### config.mk
export PLATFORM = sky130hd
export DESIGN_NAME = fault_manager
export DESIGN_NICKNAME = d
export VERILOG_FILES = /design/src/common/fault_pkg.sv /design/src/hw/sync2.sv /design/src/hw/interval_timer.sv /design/src/hw/fault_manager.sv
export SDC_FILE = /design/constraint.sdc
export NUM_CORES = 1
export LEC_CHECK = 0
export BUFFER_PORTS_ARGS = -buffer_cell sky130_fd_sc_hd__buf_2
export CORE_MARGIN = 2
export CORE_UTILIZATION = 61
export CTS_BUF_LIST = sky130_fd_sc_hd__clkbuf_8
export CTS_CLUSTER_SIZE = 8
export DETAILED_ROUTE_END_ITERATION = 16
export PLACE_DENSITY = 0.91
export SYNTH_ARGS = -nofsm -noshare
export SYNTH_HDL_FRONTEND = slang
export SYNTH_SLANG_ARGS = --single-unit
### constraint.sdc
create_clock -name i_mclk -period 7.42 [get_ports i_mclk]
set_input_delay 0.371 -clock i_mclk [delete_from_list [all_inputs] [get_ports i_mclk]]
set_output_delay 0.371 -clock i_mclk [all_outputs]
set_load 0.03 [all_outputs]
### src/common/fault_pkg.sv
// Contract
// - keep requesting power lowering while a lowering fault persists
// - lowering fault from repeated reflected trips or over-temperature input
// - reflected-power lowering latches its indicator until reset
// - temperature lowering latches the over-temperature indicator
// - single reflected trip kills amplifiers for a 14 to 19 ms window
// - each reflected trip gives a 0.5 s momentary local and remote indication
// - remote power-lowered status while lowering has reduced power
// - kill class asserts amplifier kill, supply stays energized
// - kill class indication shows only while the condition is present
// - conversion error clears modulator data and sets its indicator
// - blown-fuse shown only with supply energized and a fuse open
// - blown-fuse indication not latched, no effect on operation
// - classes one to four OR their sources and drive actions
// - any shutdown-class input drives combined shutdown fault high
// - shutdown fault also asserts when recycle fault recurs at restart
// - shutdown fault stretched to at least 1 s or while present
// - detection outputs follow the fault, indications latch until reset except kill, blown-fuse and momentary reflected
// - recycle fault present at restart or within 2.4 s becomes shutdown
// - shutdown class fed by interlocks, supply, cable and regulator faults
// - recycle class fed by drive low, drive high, supply overload
// - kill class fed by single reflected trip and converter regulator faults
// - recycle fault removes supply about 1 s then requests turn-on
// - after shutdown the transmitter stays off until operator turn-on
// - reset clears latches, delayed phase re-latches present faults
package fault_pkg;
  localparam int CLK_MHZ = 100;
  localparam int KILL_MS = 14;
  localparam int MOMENT_MS = 500;
  localparam int STRETCH_MS = 1000;
  localparam int RECYCLE_MS = 1000;
  localparam int REPEAT_MS = 2400;
  localparam int BURST_MS = 100;
  localparam int BURST_HITS = 2;
  localparam int KILL_CYC = KILL_MS * CLK_MHZ * 1000;
  localparam int MOMENT_CYC = MOMENT_MS * CLK_MHZ * 1000;
  localparam int STRETCH_CYC = STRETCH_MS * CLK_MHZ * 1000;
  localparam int RECYCLE_CYC = RECYCLE_MS * CLK_MHZ * 1000;
  localparam int REPEAT_CYC = REPEAT_MS * CLK_MHZ * 1000;
  localparam int BURST_CYC = BURST_MS * CLK_MHZ * 1000;
  localparam int CNT_W = 28;
  localparam int SD_W = 10;
  localparam int RC_W = 3;
  localparam int KL_W = 5;
  typedef struct packed {
    logic ext_interlock;
    logic airflow;
    logic door;
    logic supply_prot;
    logic overvolt;
    logic enc_cable;
    logic reg_bplus;
    logic reg_bminus;
    logic mon_reg_5v;
    logic mon_reg_15v;
  } shutdown_src_t;
  typedef struct packed {
    logic drive_low;
    logic drive_high;
    logic supply_ovl;
  } recycle_src_t;
  typedef struct packed {
    logic adc_p15;
    logic adc_m15;
    logic adc_p5;
    logic ain_p14;
    logic ain_m15;
  } kill_src_t;
  typedef enum logic [1:0] {
    RC_RUN = 2'b00,
    RC_OFF = 2'b01,
    RC_WATCH = 2'b11,
    RC_SPARE = 2'b10
  } recycle_state_t;
endpackage

### src/hw/sync2.sv
`timescale 1ns/1ns
module sync2 #(
  parameter int W = 1
) (
  input wire logic i_mclk,
  input wire logic i_rstn,
  input wire logic [W-1:0] i_async,
  output logic [W-1:0] o_sync
);
  logic [W-1:0] meta_q;
  logic [W-1:0] meta_d;
  logic [W-1:0] sync_q;
  logic [W-1:0] sync_d;
  // two flops; only the second stage is seen outside
  always_comb begin
    meta_d = i_async;
    sync_d = meta_q;
  end
  always_ff @(posedge i_mclk) begin
    if (!i_rstn) begin
      meta_q <= '0;
      sync_q <= '0;
    end else begin
      meta_q <= meta_d;
      sync_q <= sync_d;
    end
  end
  assign o_sync = sync_q;
endmodule

### src/hw/interval_timer.sv
`timescale 1ns/1ns
module interval_timer #(
  parameter logic [27:0] LEN = 28'h0000001
) (
  input wire logic i_mclk,
  input wire logic i_rstn,
  input wire logic i_start,
  output logic o_busy
);
  logic [27:0] cnt_q;
  logic [27:0] cnt_d;
  // start reloads; counts down to zero, busy while nonzero
  always_comb begin
    if (i_start) begin
      cnt_d = LEN;
    end else if (cnt_q != 28'h0000000) begin
      cnt_d = cnt_q - 28'h0000001;
    end else begin
      cnt_d = cnt_q;
    end
  end
  always_ff @(posedge i_mclk) begin
    if (!i_rstn) begin
      cnt_q <= 28'h0000000;
    end else begin
      cnt_q <= cnt_d;
    end
  end
  assign o_busy = (cnt_q != 28'h0000000);
endmodule

### src/hw/fault_manager.sv
`timescale 1ns/1ns
module fault_manager #(
  parameter int KILL_CYC = fault_pkg::KILL_CYC,
  parameter int MOMENT_CYC = fault_pkg::MOMENT_CYC,
  parameter int STRETCH_CYC = fault_pkg::STRETCH_CYC,
  parameter int RECYCLE_CYC = fault_pkg::RECYCLE_CYC,
  parameter int REPEAT_CYC = fault_pkg::REPEAT_CYC,
  parameter int BURST_CYC = fault_pkg::BURST_CYC
) (
  // clock and reset
  input wire logic i_mclk,
  input wire logic i_rstn,
  // detector sense inputs, asynchronous
  input wire fault_pkg::shutdown_src_t i_shutdown_src,
  input wire fault_pkg::recycle_src_t i_recycle_src,
  input wire fault_pkg::kill_src_t i_kill_src,
  input wire logic i_refl_trip,
  input wire logic i_over_temp,
  input wire logic i_conv_error,
  input wire logic i_fuse_open,
  input wire logic i_supply_on,
  // operator controls, asynchronous
  input wire logic i_local_reset,
  input wire logic i_remote_reset,
  input wire logic i_turn_on_cmd,
  // action outputs
  output logic o_shutdown_fault,
  output logic o_supply_enable,
  output logic o_turn_on_req,
  output logic o_lower_req,
  output logic o_amplifier_kill,
  output logic o_data_clear,
  // indications
  output logic o_ind_shutdown,
  output logic o_ind_recycle,
  output logic o_ind_refl_lower,
  output logic o_ind_over_temp,
  output logic o_ind_refl_moment,
  output logic o_remote_refl,
  output logic o_remote_lowered,
  output logic o_ind_kill,
  output logic o_ind_conv_error,
  output logic o_ind_fuse
);
  localparam int NS = fault_pkg::SD_W + fault_pkg::RC_W + fault_pkg::KL_W + 8;

  // every sense input through two flops first
  logic [NS-1:0] raw_w;
  logic [NS-1:0] syn_w;
  assign raw_w = {i_shutdown_src, i_recycle_src, i_kill_src, i_refl_trip, i_over_temp,
                  i_conv_error, i_fuse_open, i_supply_on, i_local_reset, i_remote_reset,
                  i_turn_on_cmd};
  sync2 #(.W(NS)) u_sync (
    .i_mclk(i_mclk),
    .i_rstn(i_rstn),
    .i_async(raw_w),
    .o_sync(syn_w)
  );

  logic [fault_pkg::SD_W-1:0] sd_s;
  logic [fault_pkg::RC_W-1:0] rc_s;
  logic [fault_pkg::KL_W-1:0] kl_s;
  logic refl_s, temp_s, conv_s, fuse_s, supply_s, lrst_s, rrst_s, on_s;
  assign {sd_s, rc_s, kl_s, refl_s, temp_s, conv_s, fuse_s, supply_s, lrst_s, rrst_s,
          on_s} = syn_w;

  // class OR functions
  logic sd_any, rc_any, kl_any, rst_any;
  assign sd_any = |sd_s;
  assign rc_any = |rc_s;
  assign kl_any = |kl_s;
  assign rst_any = lrst_s | rrst_s;

  // reflected trip edge and burst detection
  logic refl_prev_q, refl_prev_d;
  logic [1:0] hits_q, hits_d;
  logic refl_lower_q, refl_lower_d;
  logic refl_edge, burst_busy;
  assign refl_edge = refl_s & ~refl_prev_q;
  // a second hit inside the burst window means sustained reflection, not a transient
  always_comb begin
    refl_prev_d = refl_s;
    hits_d = hits_q;
    if (!burst_busy && !refl_edge) begin
      hits_d = 2'h0;
    end else if (refl_edge && hits_q != 2'h3) begin
      hits_d = hits_q + 2'h1;
    end
    refl_lower_d = (hits_d >= 2'(fault_pkg::BURST_HITS));
  end
  always_ff @(posedge i_mclk) begin
    if (!i_rstn) begin
      refl_prev_q <= 1'b0;
      hits_q <= 2'h0;
      refl_lower_q <= 1'b0;
    end else begin
      refl_prev_q <= refl_prev_d;
      hits_q <= hits_d;
      refl_lower_q <= refl_lower_d;
    end
  end

  // timers: burst window, kill window, momentary indication, stretch, recycle, repeat
  logic kill_busy, moment_busy, stretch_busy, off_busy, repeat_busy;
  logic sd_cause, rc_start, restart_pulse;
  interval_timer #(.LEN(28'(BURST_CYC))) u_burst (
    .i_mclk(i_mclk), .i_rstn(i_rstn), .i_start(refl_edge), .o_busy(burst_busy));
  interval_timer #(.LEN(28'(KILL_CYC))) u_kill (
    .i_mclk(i_mclk), .i_rstn(i_rstn), .i_start(refl_edge), .o_busy(kill_busy));
  interval_timer #(.LEN(28'(MOMENT_CYC))) u_moment (
    .i_mclk(i_mclk), .i_rstn(i_rstn), .i_start(refl_edge), .o_busy(moment_busy));
  interval_timer #(.LEN(28'(STRETCH_CYC))) u_stretch (
    .i_mclk(i_mclk), .i_rstn(i_rstn), .i_start(sd_cause), .o_busy(stretch_busy));
  interval_timer #(.LEN(28'(RECYCLE_CYC))) u_off (
    .i_mclk(i_mclk), .i_rstn(i_rstn), .i_start(rc_start), .o_busy(off_busy));
  interval_timer #(.LEN(28'(REPEAT_CYC))) u_repeat (
    .i_mclk(i_mclk), .i_rstn(i_rstn), .i_start(restart_pulse), .o_busy(repeat_busy));

  // recycle sequencer: off about 1 s, restart, then watch for a repeat
  fault_pkg::recycle_state_t rc_q, rc_d;
  logic promote;
  always_comb begin
    rc_d = rc_q;
    rc_start = 1'b0;
    restart_pulse = 1'b0;
    promote = 1'b0;
    case (rc_q)
      fault_pkg::RC_RUN: begin
        if (rc_any && o_supply_enable) begin
          rc_d = fault_pkg::RC_OFF;
          rc_start = 1'b1;
        end
      end
      fault_pkg::RC_OFF: begin
        if (sd_cause) begin
          rc_d = fault_pkg::RC_RUN;
        end else if (!off_busy && !rc_start) begin
          rc_d = fault_pkg::RC_WATCH;
          restart_pulse = 1'b1;
        end
      end
      fault_pkg::RC_WATCH: begin
        // present at restart or recurring inside the watch window
        if (rc_any && (repeat_busy || restart_pulse)) begin
          promote = 1'b1;
          rc_d = fault_pkg::RC_RUN;
        end else if (!repeat_busy) begin
          rc_d = fault_pkg::RC_RUN;
        end
      end
      default: rc_d = fault_pkg::RC_RUN;
    endcase
  end
  assign sd_cause = sd_any | promote;

  // supply run state: off after shutdown until operator turn-on
  logic run_q, run_d;
  logic sd_out_q, sd_out_d;
  logic on_req_q, on_req_d;
  always_comb begin
    sd_out_d = sd_cause | stretch_busy;
    run_d = run_q;
    on_req_d = 1'b0;
    if (sd_out_d) begin
      run_d = 1'b0;
    end else if (on_s && !run_q) begin
      run_d = 1'b1;
      on_req_d = 1'b1;
    end else if (rc_q == fault_pkg::RC_OFF && !off_busy && !rc_start) begin
      on_req_d = 1'b1;
    end
  end
  always_ff @(posedge i_mclk) begin
    if (!i_rstn) begin
      rc_q <= fault_pkg::RC_RUN;
      run_q <= 1'b0;
      sd_out_q <= 1'b0;
      on_req_q <= 1'b0;
    end else begin
      rc_q <= rc_d;
      run_q <= run_d;
      sd_out_q <= sd_out_d;
      on_req_q <= on_req_d;
    end
  end

  // reset phases: phase a clears, phase b one cycle later re-latches
  logic rst_a_q, rst_a_d, rst_b_q, rst_b_d;
  logic [5:0] cause;
  logic [5:0] lat_q, lat_d;
  assign cause = {sd_cause, rc_start, refl_lower_q, temp_s, conv_s, 1'b0};
  always_comb begin
    rst_a_d = rst_any;
    rst_b_d = rst_a_q;
    lat_d = lat_q | cause; // set wins over any clear
    if (rst_a_q) begin
      lat_d = cause;
    end else if (rst_b_q) begin
      // fault still present at release is latched again
      lat_d = lat_q | cause | {sd_any, rc_any, refl_lower_q, temp_s, conv_s, 1'b0};
    end
  end
  always_ff @(posedge i_mclk) begin
    if (!i_rstn) begin
      rst_a_q <= 1'b0;
      rst_b_q <= 1'b0;
      lat_q <= 6'h00;
    end else begin
      rst_a_q <= rst_a_d;
      rst_b_q <= rst_b_d;
      lat_q <= lat_d;
    end
  end

  // registered action and indication outputs
  logic lower_q, lower_d, kill_q, kill_d, clr_q, clr_d, fuse_q, fuse_d;
  logic ind_kill_q, ind_kill_d, mom_q, mom_d, sup_q, sup_d;
  always_comb begin
    lower_d = refl_lower_q | temp_s;
    kill_d = kl_any | (kill_busy & ~refl_lower_q);
    ind_kill_d = kl_any | kill_busy;
    clr_d = conv_s;
    fuse_d = supply_s & fuse_s;
    mom_d = moment_busy;
    sup_d = run_d & (rc_d != fault_pkg::RC_OFF);
  end
  always_ff @(posedge i_mclk) begin
    if (!i_rstn) begin
      lower_q <= 1'b0;
      kill_q <= 1'b0;
      ind_kill_q <= 1'b0;
      clr_q <= 1'b0;
      fuse_q <= 1'b0;
      mom_q <= 1'b0;
      sup_q <= 1'b0;
    end else begin
      lower_q <= lower_d;
      kill_q <= kill_d;
      ind_kill_q <= ind_kill_d;
      clr_q <= clr_d;
      fuse_q <= fuse_d;
      mom_q <= mom_d;
      sup_q <= sup_d;
    end
  end

  assign o_shutdown_fault = sd_out_q;
  assign o_supply_enable = sup_q;
  assign o_turn_on_req = on_req_q;
  assign o_lower_req = lower_q;
  assign o_amplifier_kill = kill_q;
  assign o_data_clear = clr_q;
  assign o_ind_shutdown = lat_q[5];
  assign o_ind_recycle = lat_q[4];
  assign o_ind_refl_lower = lat_q[3];
  assign o_ind_over_temp = lat_q[2];
  assign o_ind_conv_error = lat_q[1]; // latch bit holds the error until reset, no output gate
  assign o_ind_refl_moment = mom_q;
  assign o_remote_refl = mom_q;
  assign o_remote_lowered = lower_q;
  assign o_ind_kill = ind_kill_q;
  assign o_ind_fuse = fuse_q;
endmodule

# == Yosys cells after proc, flatten, opt, wreduce, memory -nomap -nowiden ==
# Cells that the tools add are included.
# word_totals
regBits,244
in_bits,28
# op_classes
addsub,7
n_lt_le_gt_ge,1
eq_ne,4
mux,33
bitwise_logic,15
reduce_logical,34
# ops
operator,count
28-bit nonzero test,6
"28-bit by 1-bit subtractor with 28-bit output, second input constant",6
27-bit 2-to-1 mux,4
28-bit 2-to-1 mux,2
26-bit 2-to-1 mux,2
24-bit 2-to-1 mux,2
21-bit 2-to-1 mux,2
2-bit 2-to-1 mux,7
6-bit 2-to-1 mux,2
6-bit OR,2
2-bit nonzero test,6
2-bit OR reduction,6
1-bit 2-to-1 mux,11
10-bit OR reduction,1
1-bit logical AND,7
1-bit OR,6
2-bit case mux with 3 select lines,1
1-bit zero test,5
5-bit OR reduction,1
1-bit bitwise AND,4
1-bit NOT,3
3-bit OR reduction,1
"2-bit by 1-bit adder with 2-bit output, second input constant",1
"2-bit by 1-bit equality test with 1-bit output, second input constant",1
other kinds (5),5

# == Longest topological paths before layout ==
# logic_depth
word_depth,9
ltp_mapped,9
mapped_depth_nobuf,7

# == Hierarchy ==
# A second synthesis with hierarchy kept.
# unflattened
cells_unflattened,1189
hier_area_um2,11071.9
# modules_own_cells
mod,n_inst,cells_per_inst,area_each_um2
interval_timer (u_off ...),2,161,1400.1
interval_timer (u_moment),1,168,1515.2
interval_timer (u_burst),1,168,1508.9
interval_timer (u_repeat),1,170,1462.7
sync2,1,109,1456.4
interval_timer (u_kill),1,164,1436.4
fault_manager,1,88,892.1

# == Worst setup path after synthesis ==
# Ideal clock, no wire load.
# synth_path
kind,register -> register
from,reg u_repeat.cnt_q[0]
to,reg run_q
arrival_ps,2461
required_ps,7292
slack_ps,4831
path_stages_with_launch,10
n_path_buf,2
synth_period_minus_slack_ps,2589
cell_sequence,dfxtp_1 -> inv_1 -> ha_1 -> nor4b_1 -> and3_1 -> and3_1 -> clkbuf_1 -> o311ai_1 -> clkbuf_1 -> nor2_1
# synth_via
elab_chain_len,7
# synth_lines
item,line,source
start: declaration,interval_timer.sv:10,logic [27:0] cnt_q;
start signal: assignment,interval_timer.sv:26,cnt_q <= cnt_d;
28-bit nonzero test,interval_timer.sv:29,assign o_busy = (cnt_q != 28'h0000000);
1-bit logical AND,fault_manager.sv:144,if (rc_any && (repeat_busy || restart_pulse)) begin
1-bit 2-to-1 mux,fault_manager.sv:144,
1-bit 2-to-1 mux,fault_manager.sv:127,case (rc_q)
1-bit OR,fault_manager.sv:154,assign sd_cause = sd_any | promote;
1-bit OR,fault_manager.sv:161,sd_out_d = sd_cause | stretch_busy;
1-bit 2-to-1 mux,fault_manager.sv:164,if (sd_out_d) begin
end signal: assignment,fault_manager.sv:181,run_q <= run_d;
end: declaration,fault_manager.sv:157,"logic run_q, run_d;"
# No other way between the ends.
# A chain may end at the register's enable or synchronous reset.

# == Worst setup path after layout ==
# layout_path
from,reg u_repeat.cnt_q[4]
to,reg u_stretch.cnt_q[24]
# layout_via
elab_chain_len,6
# layout_lines
item,line
28-bit nonzero test (*),interval_timer.sv:29
1-bit logical AND (*),fault_manager.sv:144
1-bit 2-to-1 mux (*),fault_manager.sv:144
1-bit 2-to-1 mux (*),fault_manager.sv:127
1-bit OR (*),fault_manager.sv:154
27-bit 2-to-1 mux or 2-bit nonzero test (tied branches),-
end signal: assignment,interval_timer.sv:26
end: declaration,interval_timer.sv:10
# Every way passes the cells marked *; elsewhere a longest branch is shown, timed or not.

==> flow_summary.ini <==
[finish]
mostFrequentLayoutCells = dfxtp_1, nor2_1, a21oi_1, or3_1
mostFrequentLayoutCell = dfxtp_1
nets = 1293
area_growth_pct = 8.66
regArea_sq_um = 4840
n_antenna_cell = 0
fillCellCount = 1299
drive_above_1_share_pct = 11.5
multiInputGateArea_sq_um = 5620
stdcell_count = 1497

[setup_path]
cp_max_fo = 35
required_ns = 7.79
slowest_delay_ns = 0.94
worstPathArrival_ns = 3.86
endpoint_kind = flip-flop
cpMostUsedCell = and3_1
setup.worst_path.class = flip-flop to flip-flop
crit_chain = nor4_1, and3_1, and3_1, o31a_1, a31oi_1
startpoint_type = flip-flop
crit_slowest_cell = and3_1

[floorplanning]
start_util_pct = 62.6
die-width_um = 137
num_rows = 48
die_y_um = 137
dieArea_sq_um = 18800
core_area_sq_um = 17300
io_pins = 44

[route]
dr.pass1.iters = 6
routed_wl_um = 24400
drtIter0Drc = 1005
wl_per_cell_um = 16.3
vias = 9614
drtAntennaViolNets = 0
drc = 0
drt-vias-per-instance = 6.42

[timing]
hold_violations = 0
finalClockSkew_ns = 0.0168
maxSlewViolCount = 0
setup_viol = 0
min_period_ns = 3.49
fin_hold_ws_ns = 0.0389
rsz0062_at_grt = false
clock.fmax_mhz = 286
worstMarginPinSlew_ns = 1.12
period_share_pct = 47.1
slew_headroom_pct = 25.2
setup_tns_ns = 0

[logic_synthesis]
synth_area_sq_um = 10800
ys_ff_latch = 242
synthArstFlopShare_pct = 0
yosysTopAreaCell = dfxtp_1
yosys_warnings = 0
synth_nets = 1266
ys.flop_type = dfxtp_1
syn_avg_cell_area_sq_um = 8.81
synth_edf_count = 0
netlist_instances = 1229
yosysSeqAreaShare_pct = 44.8
synth_top_cell_area_share_pct = 44.8
ys_top_cells_by_area = dfxtp_1, a21oi_1, or3_1, or4_1, nor2_1
synth_cell_types = 62

[placement]
place_congestion = 0.966
port_buffers = 43
place_inst = 1441
dp_hpwl_um = 15900

[power]
p_switching_mw = 2.43
p_per_area_nw_per_um2 = 471
ir_drop_uv = 334
p_leak_nw = 4.45
seq_power_share_pct = 35.0
switching_share_pct = 43.9
combPwrFrac_pct = 46.8
clockPowerShare_pct = 18.3
p_int_mw = 3.11

[clock_tree]
htreeDepth = 2
clk_latency_ns = 0.54
cts_root_buffer = clkbuf_8
hold_buffers = 0
path_clk_slew_ns = 0.06
post_cts_buffers = 0
cts_tree = built
cts_buffers = 38
cts_resized = 0
cts_buffer_depth = 3
clock_sinks = 242

[grt]
grt_max_degree = 80
grt_usage_pct = 26.2
grt_pass1_wl_um = 41000
grt-ovfl-total = 0
grt_pass1_vias = 8999
antenna_found_initial = 0

[job]
cap_violations = 0

[status]
outcome = finished clean

[min_path]
hold_class = primary input to flip-flop
-- metrics by stage --
step / utilization, % / setup WS (ns) / instance area (sq um) / power [mW]
5_1_grt: 68.0 / 3.70 / 11800 / 5.93
6_report: 68.0 / 3.93 / 11800 / 5.54
3_3_place_gp: 64.2 / 4.27 / 11100 / 4.32
2_1_floorplan: - / 4.83 / 10800 / 3.94
3_5_place_dp: 64.2 / 4.07 / 11100 / 4.45
4_1_cts: 68.0 / 4.01 / 11800 / 5.49
-- layer usage --
layer / vias to the layer above / wire length, um / global-route usage, %
li1: 4659 / - / -
met1: 4545 / 10700 / 33.7
met2: 350 / 11800 / 44.4
met3: 60 / 1410 / 4.71
met4: 0 / 537 / 9.22
met5: - / 0 / 0
-- area by class of cell --
class,instances,area share [%]
multi-input combinational,902,47.8
sequential,242,41.2
clock buffer,43,5.03
timing repair buffer,53,2.47
tap,225,2.39
inverter,19,0.606
clock inverter,13,0.532
-- final timing paths --
path | start | end | slack (ns) | cells after the start
min reg2reg | u_sync.meta_q[14] | u_sync.o_sync[14] | 0.43 | 1
max | u_repeat.cnt_q[4] | u_stretch.cnt_q[24] | 3.93 | 5
min | i_shutdown_src[4] | u_sync.meta_q[20] | 0.04 | 2
max reg2reg | u_repeat.cnt_q[4] | u_stretch.cnt_q[24] | 3.93 | 5
-- registers in the layout, indices dropped and copies added (netlist names), 5 cells and up --
name	cells
lat_q	5
u_burst.cnt_q	28
u_kill.cnt_q	28
u_moment.cnt_q	28
u_off.cnt_q	28
u_repeat.cnt_q	28
u_stretch.cnt_q	28
u_sync.meta_q	26
u_sync.o_sync	26
-- kinds of logic after synthesis --
logic type,after synthesis,share of synthesized area [%]
adders and majority gates,9,1.04
DFF,242,44.8
buffers and inverters,85,3.40
xor gates and xnor gates,45,3.64
and+or+nand+nor,552,29.6
AOI/OAI and AO/OA,289,16.9
muxes,7,0.670
-- synthesized netlist by cell type (24+ instances only) --
master / n
dfxtp_1: 242
nor2_1: 99
a21oi_1: 93
or3_1: 74
and2_1: 57
or4_1: 57
clkbuf_1: 52
o21ai_0: 48
nand2_1: 47
nor3_1: 43
o31ai_1: 39
a31oi_1: 35
nor4_1: 30
xor2_1: 27
nand4_1: 26
nand3_1: 24
-- worst max-delay path: cells and delay by family (launching register included) --
family,cells,cell delay [ns]
AO/OA/AOI/OAI,2,0.80
flip-flops,1,0.35
AND/OR/NAND/NOR,3,2.17
-- power by group through the flow --
stage / sequential, mW / combinational [mW] / clock [mW]
2_1_floorplan: 1.87 / 2.06 / 0
3_5_place_dp: 1.94 / 2.51 / 0
6_report: 1.94 / 2.59 / 1.01
5_1_grt: 1.99 / 2.86 / 1.08
3_3_place_gp: 1.92 / 2.39 / 0
4_1_cts: 1.92 / 2.54 / 1.03
(Power assumes the default switching activity.)
